`config.mk`:
```
export PLATFORM = sky130hd
export DESIGN_NAME = tape_punch_unit
export DESIGN_NICKNAME = d
export VERILOG_FILES = /design/src/tape_punch_pkg.sv /design/src/io_cmd_decode.sv /design/src/punch_timer.sv /design/src/tape_punch_unit.sv
export SDC_FILE = /design/constraint.sdc
export NUM_CORES = 1
export LEC_CHECK = 0
export ABC_AREA = 1
export BUFFER_PORTS_ARGS = -buffer_cell sky130_fd_sc_hd__buf_4
export CORE_AREA = 2 2 137 166
export CTS_CLUSTER_DIAMETER = 120
export DETAILED_ROUTE_END_ITERATION = 16
export DIE_AREA = 0 0 139 168
export PLACE_DENSITY = 0.6
export SETUP_SLACK_MARGIN = 0.4
export SYNTH_ARGS = -nofsm -noshare
export SYNTH_HDL_FRONTEND = slang
export SYNTH_HIERARCHICAL = 1
export SYNTH_SLANG_ARGS = --single-unit
export TNS_END_PERCENT = 20
```
`constraint.sdc`:
```
create_clock -name I_MCLK -period 3 [get_ports I_MCLK]
set_input_delay 0.45 -clock I_MCLK [delete_from_list [all_inputs] [get_ports I_MCLK]]
set_output_delay 0.45 -clock I_MCLK [all_outputs]
set_load 0.005 [all_outputs]
```
`src/tape_punch_pkg.sv`:
```
// Constants, command codes and carrier types for the tape punch I/O device.
// Assumes a 25 MHz system clock and an APB master carrying the I/O bus commands.
package tape_punch_pkg;

	localparam int CLK_HZ          = 25_000_000;
	localparam int ADDR_W          = 11;
	localparam int DATA_W          = 32;
	localparam int DEV_W           = 7;
	localparam int DEV_LSB         = 4;
	localparam int CMD_LSB         = 2;
	localparam logic [DEV_W-1:0] PUNCH_DEV_NUM  = 7'h40;
	localparam logic [DEV_W-1:0] STATUS_DEV_NUM = 7'h41;

	// Control word, low bit is the word's bit 35
	localparam int CHAN_LSB        = 0;
	localparam int CHAN_W          = 3;
	localparam int DONE_BIT        = 3;
	localparam int BUSY_BIT        = 4;
	localparam int MODE_BIT        = 5;
	localparam int CTRL_W          = 6;
	localparam int NUM_CHAN        = 7;
	localparam logic [CHAN_W-1:0] CHAN_NONE = 3'h0;

	localparam int PDATA_W         = 8;
	localparam int BIN_W           = 6;
	localparam int HOLE7_BIT       = 6;
	localparam int HOLE8_BIT       = 7;

	localparam int ST_MOTOR_ON     = 0;
	localparam int ST_MOTOR_READY  = 1;
	localparam int ST_PUNCHING     = 2;

	// Timing
	localparam int TMR_W           = 27;
	localparam int SPINUP_MS       = 1000;
	localparam int IDLE_MS         = 5000;
	localparam int LINE_RATE_X10   = 633;
	localparam int SPINUP_CYC_INT  = (CLK_HZ / 1000) * SPINUP_MS;
	localparam int IDLE_CYC_INT    = (CLK_HZ / 1000) * IDLE_MS;
	localparam int LINE_CYC_INT    = (CLK_HZ * 10) / LINE_RATE_X10;
	localparam logic [TMR_W-1:0] SPINUP_CYC = TMR_W'(SPINUP_CYC_INT);
	localparam logic [TMR_W-1:0] IDLE_CYC   = TMR_W'(IDLE_CYC_INT);
	localparam logic [TMR_W-1:0] LINE_CYC   = TMR_W'(LINE_CYC_INT);

	typedef enum logic [1:0] {
		CMD_LOAD_CONTROL,
		CMD_READ_CONDITIONS,
		CMD_DATA_INPUT,
		CMD_DATA_OUTPUT
	} io_cmd_t;

	typedef struct packed {
		logic       main_hit;
		logic       stat_hit;
		logic       legal;
		io_cmd_t    cmd;
	} io_req_t;

	typedef struct packed {
		logic              mode;
		logic              busy;
		logic              done;
		logic [CHAN_W-1:0] chan;
	} ctrl_t;

endpackage

```
`src/io_cmd_decode.sv`:
```
// Decodes an APB address into device number hit and I/O command.
// Assumes paddr holds the device number above the two command bits.
`timescale 1ns/1ps
module io_cmd_decode (
	input  wire logic [tape_punch_pkg::ADDR_W-1:0] i_paddr,  // APB address
	input  wire logic                              i_pwrite, // APB direction
	output tape_punch_pkg::io_req_t                o_req     // Decoded request
);
	logic [tape_punch_pkg::DEV_W-1:0] dev_num;
	tape_punch_pkg::io_cmd_t           cmd;
	logic                              dir_ok;

	always_comb begin
		dev_num = i_paddr[tape_punch_pkg::DEV_LSB +: tape_punch_pkg::DEV_W];
		cmd     = tape_punch_pkg::io_cmd_t'(i_paddr[tape_punch_pkg::CMD_LSB +: 2]);
		dir_ok  = i_pwrite == (cmd == tape_punch_pkg::CMD_LOAD_CONTROL ||
			cmd == tape_punch_pkg::CMD_DATA_OUTPUT);
		o_req.cmd      = cmd;
		o_req.main_hit = dev_num == tape_punch_pkg::PUNCH_DEV_NUM;
		o_req.stat_hit = dev_num == tape_punch_pkg::STATUS_DEV_NUM;
		// Status number only answers a conditions read
		o_req.legal    = dir_ok && (o_req.main_hit || (o_req.stat_hit &&
			cmd == tape_punch_pkg::CMD_READ_CONDITIONS));
	end
endmodule // io_cmd_decode

```
`src/punch_timer.sv`:
```
// One-shot down counter with a single-cycle expiry pulse.
// Assumes i_limit is at least one; start restarts a running count.
`timescale 1ns/1ps
module punch_timer (
	input  wire logic                             i_mclk,    // System clock
	input  wire logic                             i_rst,     // Async reset, high
	input  wire logic                             i_start,   // Load and run
	input  wire logic                             i_stop,    // Abandon count
	input  wire logic [tape_punch_pkg::TMR_W-1:0] i_limit,   // Cycles to expiry
	output logic                                  o_running, // Counting
	output logic                                  o_expire   // Expiry pulse
);
	logic [tape_punch_pkg::TMR_W-1:0] count_ff;

	always_ff @(posedge i_mclk or posedge i_rst) begin
		if (i_rst) begin
			count_ff  <= 27'h0000000;
			o_running <= 1'b0;
			o_expire  <= 1'b0;
		end else if (i_start) begin
			count_ff  <= i_limit;
			o_running <= 1'b1;
			o_expire  <= 1'b0;
		end else if (i_stop) begin
			o_running <= 1'b0;
			o_expire  <= 1'b0;
		end else if (o_running) begin
			count_ff  <= count_ff - 27'h0000001;
			o_running <= count_ff != 27'h0000001;
			o_expire  <= count_ff == 27'h0000001;
		end else begin
			o_expire  <= 1'b0;
		end
	end
endmodule // punch_timer

```
`src/tape_punch_unit.sv`:
```
// Paper tape punch controller on the shared I/O bus, reached over APB.
// Assumes one APB master; device number and command travel in the address.
`timescale 1ns/1ps
module tape_punch_unit #(
	parameter logic [tape_punch_pkg::TMR_W-1:0] SPINUP_CYCLES = tape_punch_pkg::SPINUP_CYC,
	parameter logic [tape_punch_pkg::TMR_W-1:0] IDLE_CYCLES   = tape_punch_pkg::IDLE_CYC,
	parameter logic [tape_punch_pkg::TMR_W-1:0] LINE_CYCLES   = tape_punch_pkg::LINE_CYC
) (
	input  wire logic                                 I_MCLK,         // 25 MHz clock
	input  wire logic                                 I_SYS_RST,      // Async reset
	input  wire logic                                 I_PSEL,         // APB select
	input  wire logic                                 I_PENABLE,      // APB enable
	input  wire logic                                 I_PWRITE,       // APB write
	input  wire logic [tape_punch_pkg::ADDR_W-1:0]    I_PADDR,        // Device, cmd
	input  wire logic [tape_punch_pkg::DATA_W-1:0]    I_PWDATA,       // Write data
	output logic      [tape_punch_pkg::DATA_W-1:0]    O_PRDATA,       // Read data
	output logic                                      O_PREADY,       // APB ready
	output logic                                      O_PSLVERR,      // APB error
	output logic      [tape_punch_pkg::PDATA_W-1:0]   O_PUNCH_HOLES,  // Hole pattern
	output logic                                      O_PUNCH_STROBE, // Punch pulse
	output logic                                      O_MOTOR_ON,     // Motor drive
	output logic      [tape_punch_pkg::NUM_CHAN-1:0]  O_PI_REQ        // Channels 1..7
);
	typedef enum logic [1:0] {
		MOTOR_OFF,
		MOTOR_SPINUP,
		MOTOR_RUN
	} motor_state_t;

	tape_punch_pkg::io_req_t              req;
	tape_punch_pkg::ctrl_t                ctrl_ff;
	motor_state_t                         motor_ff;
	logic [tape_punch_pkg::PDATA_W-1:0]   data_ff;
	logic                                 pending_ff;
	logic                                 punching_ff;
	logic                                 access;
	logic                                 acc;
	logic                                 load_wr;
	logic                                 out_wr;
	logic                                 busy_set_evt;
	logic                                 motor_start;
	logic                                 punch_start;
	logic                                 spin_expire;
	logic                                 idle_expire;
	logic                                 line_expire;
	logic [tape_punch_pkg::DATA_W-1:0]    nxt_rdata;
	logic [tape_punch_pkg::DATA_W-1:0]    status_word;
	logic [tape_punch_pkg::DATA_W-1:0]    cond_word;

	io_cmd_decode u_decode (
		.i_paddr  (I_PADDR),
		.i_pwrite (I_PWRITE),
		.o_req    (req)
	);

	// Bus handshake: one wait state, commit at the ready edge
	assign access   = I_PSEL && I_PENABLE && !O_PREADY;
	assign acc      = I_PSEL && I_PENABLE && O_PREADY && req.legal;
	assign load_wr  = acc && req.main_hit && req.cmd == tape_punch_pkg::CMD_LOAD_CONTROL;
	assign out_wr   = acc && req.main_hit && req.cmd == tape_punch_pkg::CMD_DATA_OUTPUT;

	assign busy_set_evt = out_wr || (load_wr && I_PWDATA[tape_punch_pkg::BUSY_BIT]);
	assign motor_start  = motor_ff == MOTOR_OFF && busy_set_evt;
	assign punch_start  = pending_ff && motor_ff == MOTOR_RUN && !punching_ff;

	always_comb begin
		cond_word = '0;
		cond_word[tape_punch_pkg::CHAN_LSB +: tape_punch_pkg::CHAN_W] = ctrl_ff.chan;
		cond_word[tape_punch_pkg::DONE_BIT] = ctrl_ff.done;
		cond_word[tape_punch_pkg::BUSY_BIT] = ctrl_ff.busy;
		cond_word[tape_punch_pkg::MODE_BIT] = ctrl_ff.mode;
		status_word = '0;
		status_word[tape_punch_pkg::ST_MOTOR_ON]    = motor_ff != MOTOR_OFF;
		status_word[tape_punch_pkg::ST_MOTOR_READY] = motor_ff == MOTOR_RUN;
		status_word[tape_punch_pkg::ST_PUNCHING]    = punching_ff;
	end

	always_comb begin
		nxt_rdata = '0;
		if (req.legal && req.stat_hit) begin
			nxt_rdata = status_word;
		end else if (req.legal && req.cmd == tape_punch_pkg::CMD_READ_CONDITIONS) begin
			nxt_rdata = cond_word;
		end else if (req.legal && req.cmd == tape_punch_pkg::CMD_DATA_INPUT) begin
			nxt_rdata[tape_punch_pkg::PDATA_W-1:0] = data_ff;
		end
	end

	always_ff @(posedge I_MCLK or posedge I_SYS_RST) begin
		if (I_SYS_RST) begin
			O_PREADY  <= 1'b0;
			O_PSLVERR <= 1'b0;
			O_PRDATA  <= 32'h00000000;
		end else begin
			O_PREADY  <= access;
			O_PSLVERR <= access && !req.legal;
			// Data lines stay quiet unless number and command both match
			O_PRDATA  <= access ? nxt_rdata : 32'h00000000;
		end
	end

	// Control register: done set by hardware wins over any clear
	always_ff @(posedge I_MCLK or posedge I_SYS_RST) begin
		if (I_SYS_RST) begin
			ctrl_ff <= '0;
		end else begin
			if (load_wr) begin
				ctrl_ff.chan <= I_PWDATA[tape_punch_pkg::CHAN_LSB +: tape_punch_pkg::CHAN_W];
				ctrl_ff.mode <= I_PWDATA[tape_punch_pkg::MODE_BIT];
			end
			if (line_expire) begin
				ctrl_ff.done <= 1'b1;
			end else if (out_wr) begin
				ctrl_ff.done <= 1'b0;
			end else if (load_wr) begin
				ctrl_ff.done <= I_PWDATA[tape_punch_pkg::DONE_BIT];
			end
			if (out_wr) begin
				ctrl_ff.busy <= 1'b1;
			end else if (line_expire) begin
				ctrl_ff.busy <= 1'b0;
			end else if (load_wr) begin
				ctrl_ff.busy <= I_PWDATA[tape_punch_pkg::BUSY_BIT];
			end
		end
	end

	// Data register and pending line
	always_ff @(posedge I_MCLK or posedge I_SYS_RST) begin
		if (I_SYS_RST) begin
			data_ff    <= 8'h00;
			pending_ff <= 1'b0;
		end else begin
			if (out_wr) begin
				data_ff <= I_PWDATA[tape_punch_pkg::PDATA_W-1:0];
			end
			if (out_wr) begin
				pending_ff <= 1'b1;
			end else if (punch_start) begin
				pending_ff <= 1'b0;
			end
		end
	end

	// Motor sequencing
	always_ff @(posedge I_MCLK or posedge I_SYS_RST) begin
		if (I_SYS_RST) begin
			motor_ff <= MOTOR_OFF;
		end else begin
			case (motor_ff)
				MOTOR_OFF: begin
					if (motor_start) begin
						motor_ff <= MOTOR_SPINUP;
					end
				end
				MOTOR_SPINUP: begin
					if (spin_expire) begin
						motor_ff <= MOTOR_RUN;
					end
				end
				MOTOR_RUN: begin
					if (idle_expire && !punching_ff) begin
						motor_ff <= MOTOR_OFF;
					end
				end
				default: begin
					motor_ff <= MOTOR_OFF;
				end
			endcase
		end
	end

	punch_timer u_spin_tmr (
		.i_mclk    (I_MCLK),
		.i_rst     (I_SYS_RST),
		.i_start   (motor_start),
		.i_stop    (1'b0),
		.i_limit   (SPINUP_CYCLES),
		.o_running (),
		.o_expire  (spin_expire)
	);

	punch_timer u_idle_tmr (
		.i_mclk    (I_MCLK),
		.i_rst     (I_SYS_RST),
		.i_start   (motor_start || out_wr),
		.i_stop    (1'b0),
		.i_limit   (IDLE_CYCLES),
		.o_running (),
		.o_expire  (idle_expire)
	);

	punch_timer u_line_tmr (
		.i_mclk    (I_MCLK),
		.i_rst     (I_SYS_RST),
		.i_start   (punch_start),
		.i_stop    (1'b0),
		.i_limit   (LINE_CYCLES),
		.o_running (),
		.o_expire  (line_expire)
	);

	// Punch head drive
	always_ff @(posedge I_MCLK or posedge I_SYS_RST) begin
		if (I_SYS_RST) begin
			O_PUNCH_HOLES  <= 8'h00;
			O_PUNCH_STROBE <= 1'b0;
			punching_ff    <= 1'b0;
		end else begin
			O_PUNCH_STROBE <= punch_start;
			if (punch_start) begin
				punching_ff <= 1'b1;
				if (ctrl_ff.mode) begin
					O_PUNCH_HOLES <= {1'b1, 1'b0, data_ff[tape_punch_pkg::BIN_W-1:0]};
				end else begin
					O_PUNCH_HOLES <= data_ff;
				end
			end else if (line_expire) begin
				punching_ff <= 1'b0;
			end
		end
	end

	always_ff @(posedge I_MCLK or posedge I_SYS_RST) begin
		if (I_SYS_RST) begin
			O_MOTOR_ON <= 1'b0;
		end else begin
			O_MOTOR_ON <= motor_ff != MOTOR_OFF;
		end
	end

	// One request line per channel, done is the service condition
	for (genvar ch = 0; ch < tape_punch_pkg::NUM_CHAN; ch++) begin : g_pi
		always_ff @(posedge I_MCLK or posedge I_SYS_RST) begin
			if (I_SYS_RST) begin
				O_PI_REQ[ch] <= 1'b0;
			end else begin
				O_PI_REQ[ch] <= ctrl_ff.done &&
					ctrl_ff.chan == tape_punch_pkg::CHAN_W'(ch + 1);
			end
		end
	end
endmodule // tape_punch_unit

```
## Word-level counts from Yosys, hierarchy flattened

Cells that the tools add are included.

| storage, ports and cells | value |
|---|---|
| bits in registers | 156 |
| input port bits | 48 |
| output and inout bits | 51 |
| logic and storage cells | 136 |

| cells by class | value |
|---|---|
| reductions and logical operators | 42 |
| add/sub/neg operators | 3 |
| equal/unequal tests | 24 |
| multiplexer cells | 37 |

Operator list:

| operator | count |
|---|---|
| two-way mux 27 bit | 6 |
| equality test 27 x 1 -> 1 bit (second input constant) | 3 |
| != test 27 x 1 -> 1 bit (second input constant) | 3 |
| subtractor 27 x 1 -> 27 bit (second input constant) | 3 |
| two-way mux 32 bit | 1 |
| two-way mux 8 bit | 4 |
| logical AND 1 bit | 25 |
| two-way mux 1 bit | 22 |
| equality test 7 bit (second input constant) | 2 |
| equality test 3 bit (second input constant) | 4 |
| nonzero test 2 bit | 6 |
| equality test 2 bit (second input constant) | 3 |
| equality test 3 x 2 -> 1 bit (second input constant) | 2 |
| two-way mux 2 bit | 3 |
| case mux 2 bit (3 select lines) | 1 |
| equality test 2 x 1 -> 1 bit (second input constant) | 2 |
| logical NOT 2 bit | 2 |
| logical OR 1 bit | 4 |
| != test 2 x 1 -> 1 bit (second input constant) | 2 |
| equality test 3 x 1 -> 1 bit (second input constant) | 1 |
| logical NOT 1 bit | 3 |
| AND reduction 3 bit | 1 |
| nonzero test 3 bit | 1 |
| != test 2 bit (second input constant) | 1 |
| equality test 1 bit | 1 |

## Depth between registers and ports, before layout

| logic depth | value |
|---|---|
| depth in word-level cells | 12 |
| gate-level depth with buffers | 19 |

## Cells and area by module

Netlist, hierarchy kept.

Modules (own cells, without submodules):

| module | area an instance (um2) | times used | cells an instance | seq. area each (um2) |
|---|---|---|---|---|
| punch_timer (u_idle_tmr ...) | 2139.6 | 2 | 315 | 725.7 |
| tape_punch_unit | 2087.0 | 1 | 230 | 1126.1 |
| punch_timer (u_spin_tmr) | 2069.5 | 1 | 312 | 725.7 |
| io_cmd_decode | 120.1 | 1 | 22 | 0.0 |

## Worst setup path before layout

Ideal clock, no wire load.

| path | value |
|---|---|
| kind | in2reg |
| start point | input I_PADDR[3] (netlist name) |
| end point | register u_idle_tmr/count_ff[10] (netlist name) |
| slack | 0.494 ns |
| arrival | 2.376 ns |
| cell stages on the path | 17 |
| data required time | 2.870 ns |
| cell sequence | inv_1 > ha_1 > xor2_1 > a21oi_2 > buf_4 > nand3_2 > nor2_8 > nand2_4 > buf_6 > nand2_1 > buf_2 > inv_2 > nand3_2 > inv_1 > buf_4 > nand3_1 > o211ai_1 |

RTL lines:

| what | RTL line | RTL |
|---|---|---|
| from (decl) | tape_punch_unit.sv:14 | `input wire logic [tape_punch_pkg::ADDR_W-1:0] I_PADDR,` |
| to (signal assigned) | punch_timer.sv:21 | `count_ff <= i_limit;` |
| to (signal assigned) | punch_timer.sv:28 | `count_ff <= count_ff - 27'h0000001;` |
| to (decl) | punch_timer.sv:13 | `logic [tape_punch_pkg::TMR_W-1:0] count_ff;` |

==> results.toml <==
[floorplanning]
die_w_um = 139
initial_core_util_pct = 39.03
ioPinCount = 99
dieArea_mm2 = 0.02335
row_count = 60
die_h_um = 168
core_mm2 = 0.02192

[detailed_routing]
num_vias = 7562
ant_nets = 0
first_pass_iters = 5
vias_per_cell = 4.671
drt-total-wl_mm = 20.08
wl_per_cell_um = 12.40
first_iter_violations = 466
drc_errors = 0

[yosys]
synth_seq_area_share_pct = 38.61
synthTopCellsByArea = "dfrtp_1, nand2_1, inv_1"
synth_edf_count = 0
synth_area_per_cell_um2 = 7.166
ys.warnings.count = 6
synth-seq-cells = 132
synthArstFlopShare_pct = 100.0
synth_top_area_cell = "dfrtp_1"
synth_cell_types = 36
synth_top_area_share_pct = 38.61
synth_cells = 1194
synth.most_common_cell = "nand2_1"
synth_top_flop_cell = "dfrtp_1"
syn-cell-area_mm2 = 0.008556
synth_commonest_cells = "nand2_1, inv_1, dfrtp_1"

[pwr]
finalPower_mw = 4.039
ir_drop_mv = 0.3112
p_per_area_mw_per_mm2 = 402.6
p_leak_nw = 5.138

[clock_tree]
clockBufferDepth = 2
cts-root-buf = "clkbuf_16"
clkLatencyLatePin_ns = 0.42
cts_made_buffers = 17
htreeDepth = 4
clkTransAtPathRegs_ns = 0.06
cts_sinks = 132
cts_tree = "done"
cts-resized-gates = 0
ctsHoldBuffers = 0

[critical_path]
criticalPathCategory = "in -> reg"
r2r_setup_slack_ns = 0.89
required_ns = 3.29
endpoint_kind = "flip-flop"
crit_arrival_ns = 2.72
start_kind = "input port"
cp_max_fo = 20

[layout]
antenna_cells = 0
fin_cells = 1619
final_core_util_pct = 45.76
num-nets-final = 1383
drive_above_1_share_pct = 14.63
area_delta_synth_final_pct = 17.26
design_area_mm2 = 0.01003

[run]
maxCapViolations = 0

[timing]
whs_ns = 0.1605
report.final.setup_viol = 0
min_period_ns = 2.429
setup_ws_ns = 0.5707
report.final.slew_viol_count = 0
timing.fmax_mhz = 411.6
worstMarginPinSlew_ns = 0.9277
min_period_over_period_pct = 80.98
relSlewSlack_pct = 38.06
grt_setup_unrepaired = "true"
hold_violations = 0
finClkSkew_ns = 0.01653
tns_ns = 0

[placed_design]
place.gp.congestion = 0.8435
dp_hpwl_mm = 14.35
place_area_mm2 = 0.009443
placed_cells = 1588
io_buffers = 48
preCtsSetupSlack_ns = 0.1093

[global_route]
grt_overflow_total = 0
grt_first_pass_wirelength_mm = 34.87
grtUsageTotal_pct = 17.98
grt_pass1_vias = 7288
grt_max_degree = 46
antenna_found_initial = 0

[status]
status = "finished, final reports clean"

[worst_hold_path]
hp-class = "in -> async"
==> worst max-delay path, cell delays in order <==
cell,delay (ns)
buf_4,0.12
inv_1,0.05
ha_1,0.27
xor2_1,0.17
a21oi_2,0.17
nand3_2,0.15
nor2_8,0.18
nand2_4,0.06
nand2_1,0.09
nand2_1,0.09
inv_1,0.11
inv_2,0.05
nand3_2,0.12
inv_1,0.33
nand3_1,0.20
o211ai_1,0.10
==> flip-flops by register name (all words and copies together) (netlist names) <==
signal and cells:
O_PREADY 1, u_idle_tmr/count_ff 27, cond_word 6, u_spin_tmr/o_running 1, motor_ff 2, O_PSLVERR 1
u_spin_tmr/o_expire 1, O_MOTOR_ON 1, u_line_tmr/o_running 1, u_line_tmr/o_expire 1, u_idle_tmr/o_running 1, u_spin_tmr/count_ff 27
O_PUNCH_HOLES 8, O_PRDATA 8, O_PI_REQ 7, u_idle_tmr/o_expire 1, pending_ff 1, data_ff 8
u_line_tmr/count_ff 27, O_PUNCH_STROBE 1, punching_ff 1
==> final cells by class <==
type                            instances  area [µm²]
Sequential cell                       132        3303
Clock inverter                         12       146.4
Clock buffer                           19       442.9
Timing Repair Buffer                   62       478.0
Multi-Input combinational cell        943        4667
Tap cell                              279       349.1
Inverter                              172       645.6
Fill cell                            2256       11890
==> where the power goes <==
part | switching, mW | total, mW | internal [mW] | leakage, nW
logic | 0.107 | 0.149 | 0.0428 | 3.22
clock network | 0.846 | 2.10 | 1.26 | 0.285
registers | 0.00270 | 1.79 | 1.78 | 1.63
total | 0.955 | 4.04 | 3.08 | 5.14
==> path summary, 6_finish.rpt <==
kind                                  start                       to  depth (start not counted)
max in group asynchronous         I_SYS_RST              O_PRDATA[7]                          2
min in group I_MCLK             I_PWDATA[6]               data_ff[6]                          3
worst max register to register     O_PREADY   u_idle_tmr/count_ff[8]                         10
worst min-delay path              I_SYS_RST  u_idle_tmr/count_ff[14]                          3
worst min register to register   data_ff[4]               data_ff[4]                          2
worst max-delay path             I_PADDR[3]   u_spin_tmr/count_ff[7]                         16
==> cell families (layout without fill, tap and decap cells) <==
| logic type | after synthesis | in the layout | synth area share [%] |
|---|---|---|---|
| xor+xnor | 25 | 25 | 2.559 |
| flops | 132 | 132 | 38.61 |
| simple gates | 671 | 671 | 36.60 |
| fa+ha+maj | 7 | 7 | 1.024 |
| buf+inv | 225 | 265 | 11.49 |
| compound gates | 132 | 132 | 9.623 |
| other cells | 2 | 108 | 0.08778 |
==> cells in the final DEF, fill, tap and decap left out, types with 26 or more instances in the layout <==
cell type	n
buf_4	61
conb_1	108
dfrtp_1	132
inv_1	167
nand2_1	322
nand2_2	26
nand3_1	118
nor2_1	118
nor2_2	29
o21ai_0	60
==> what timing repair did <==
item | CTS | global route
buffers inserted | 0 | 0
hold endpoints to repair | 0 | 0
endpoints found under the setup margin | 0 | 17
==> routing by layer <==
| metal | vias up | wire [µm] | global-route usage (%) |
|---|---|---|---|
| met4 | 0 | 232 | 4.655 |
| met1 | 3519 | 9258 | 22.52 |
| li1 | 3904 | - | - |
| met5 | - | 0 | 0 |
| met2 | 122 | 9945 | 32.00 |
| met3 | 17 | 638 | 3.299 |
Power figures use the tool's default switching activity.
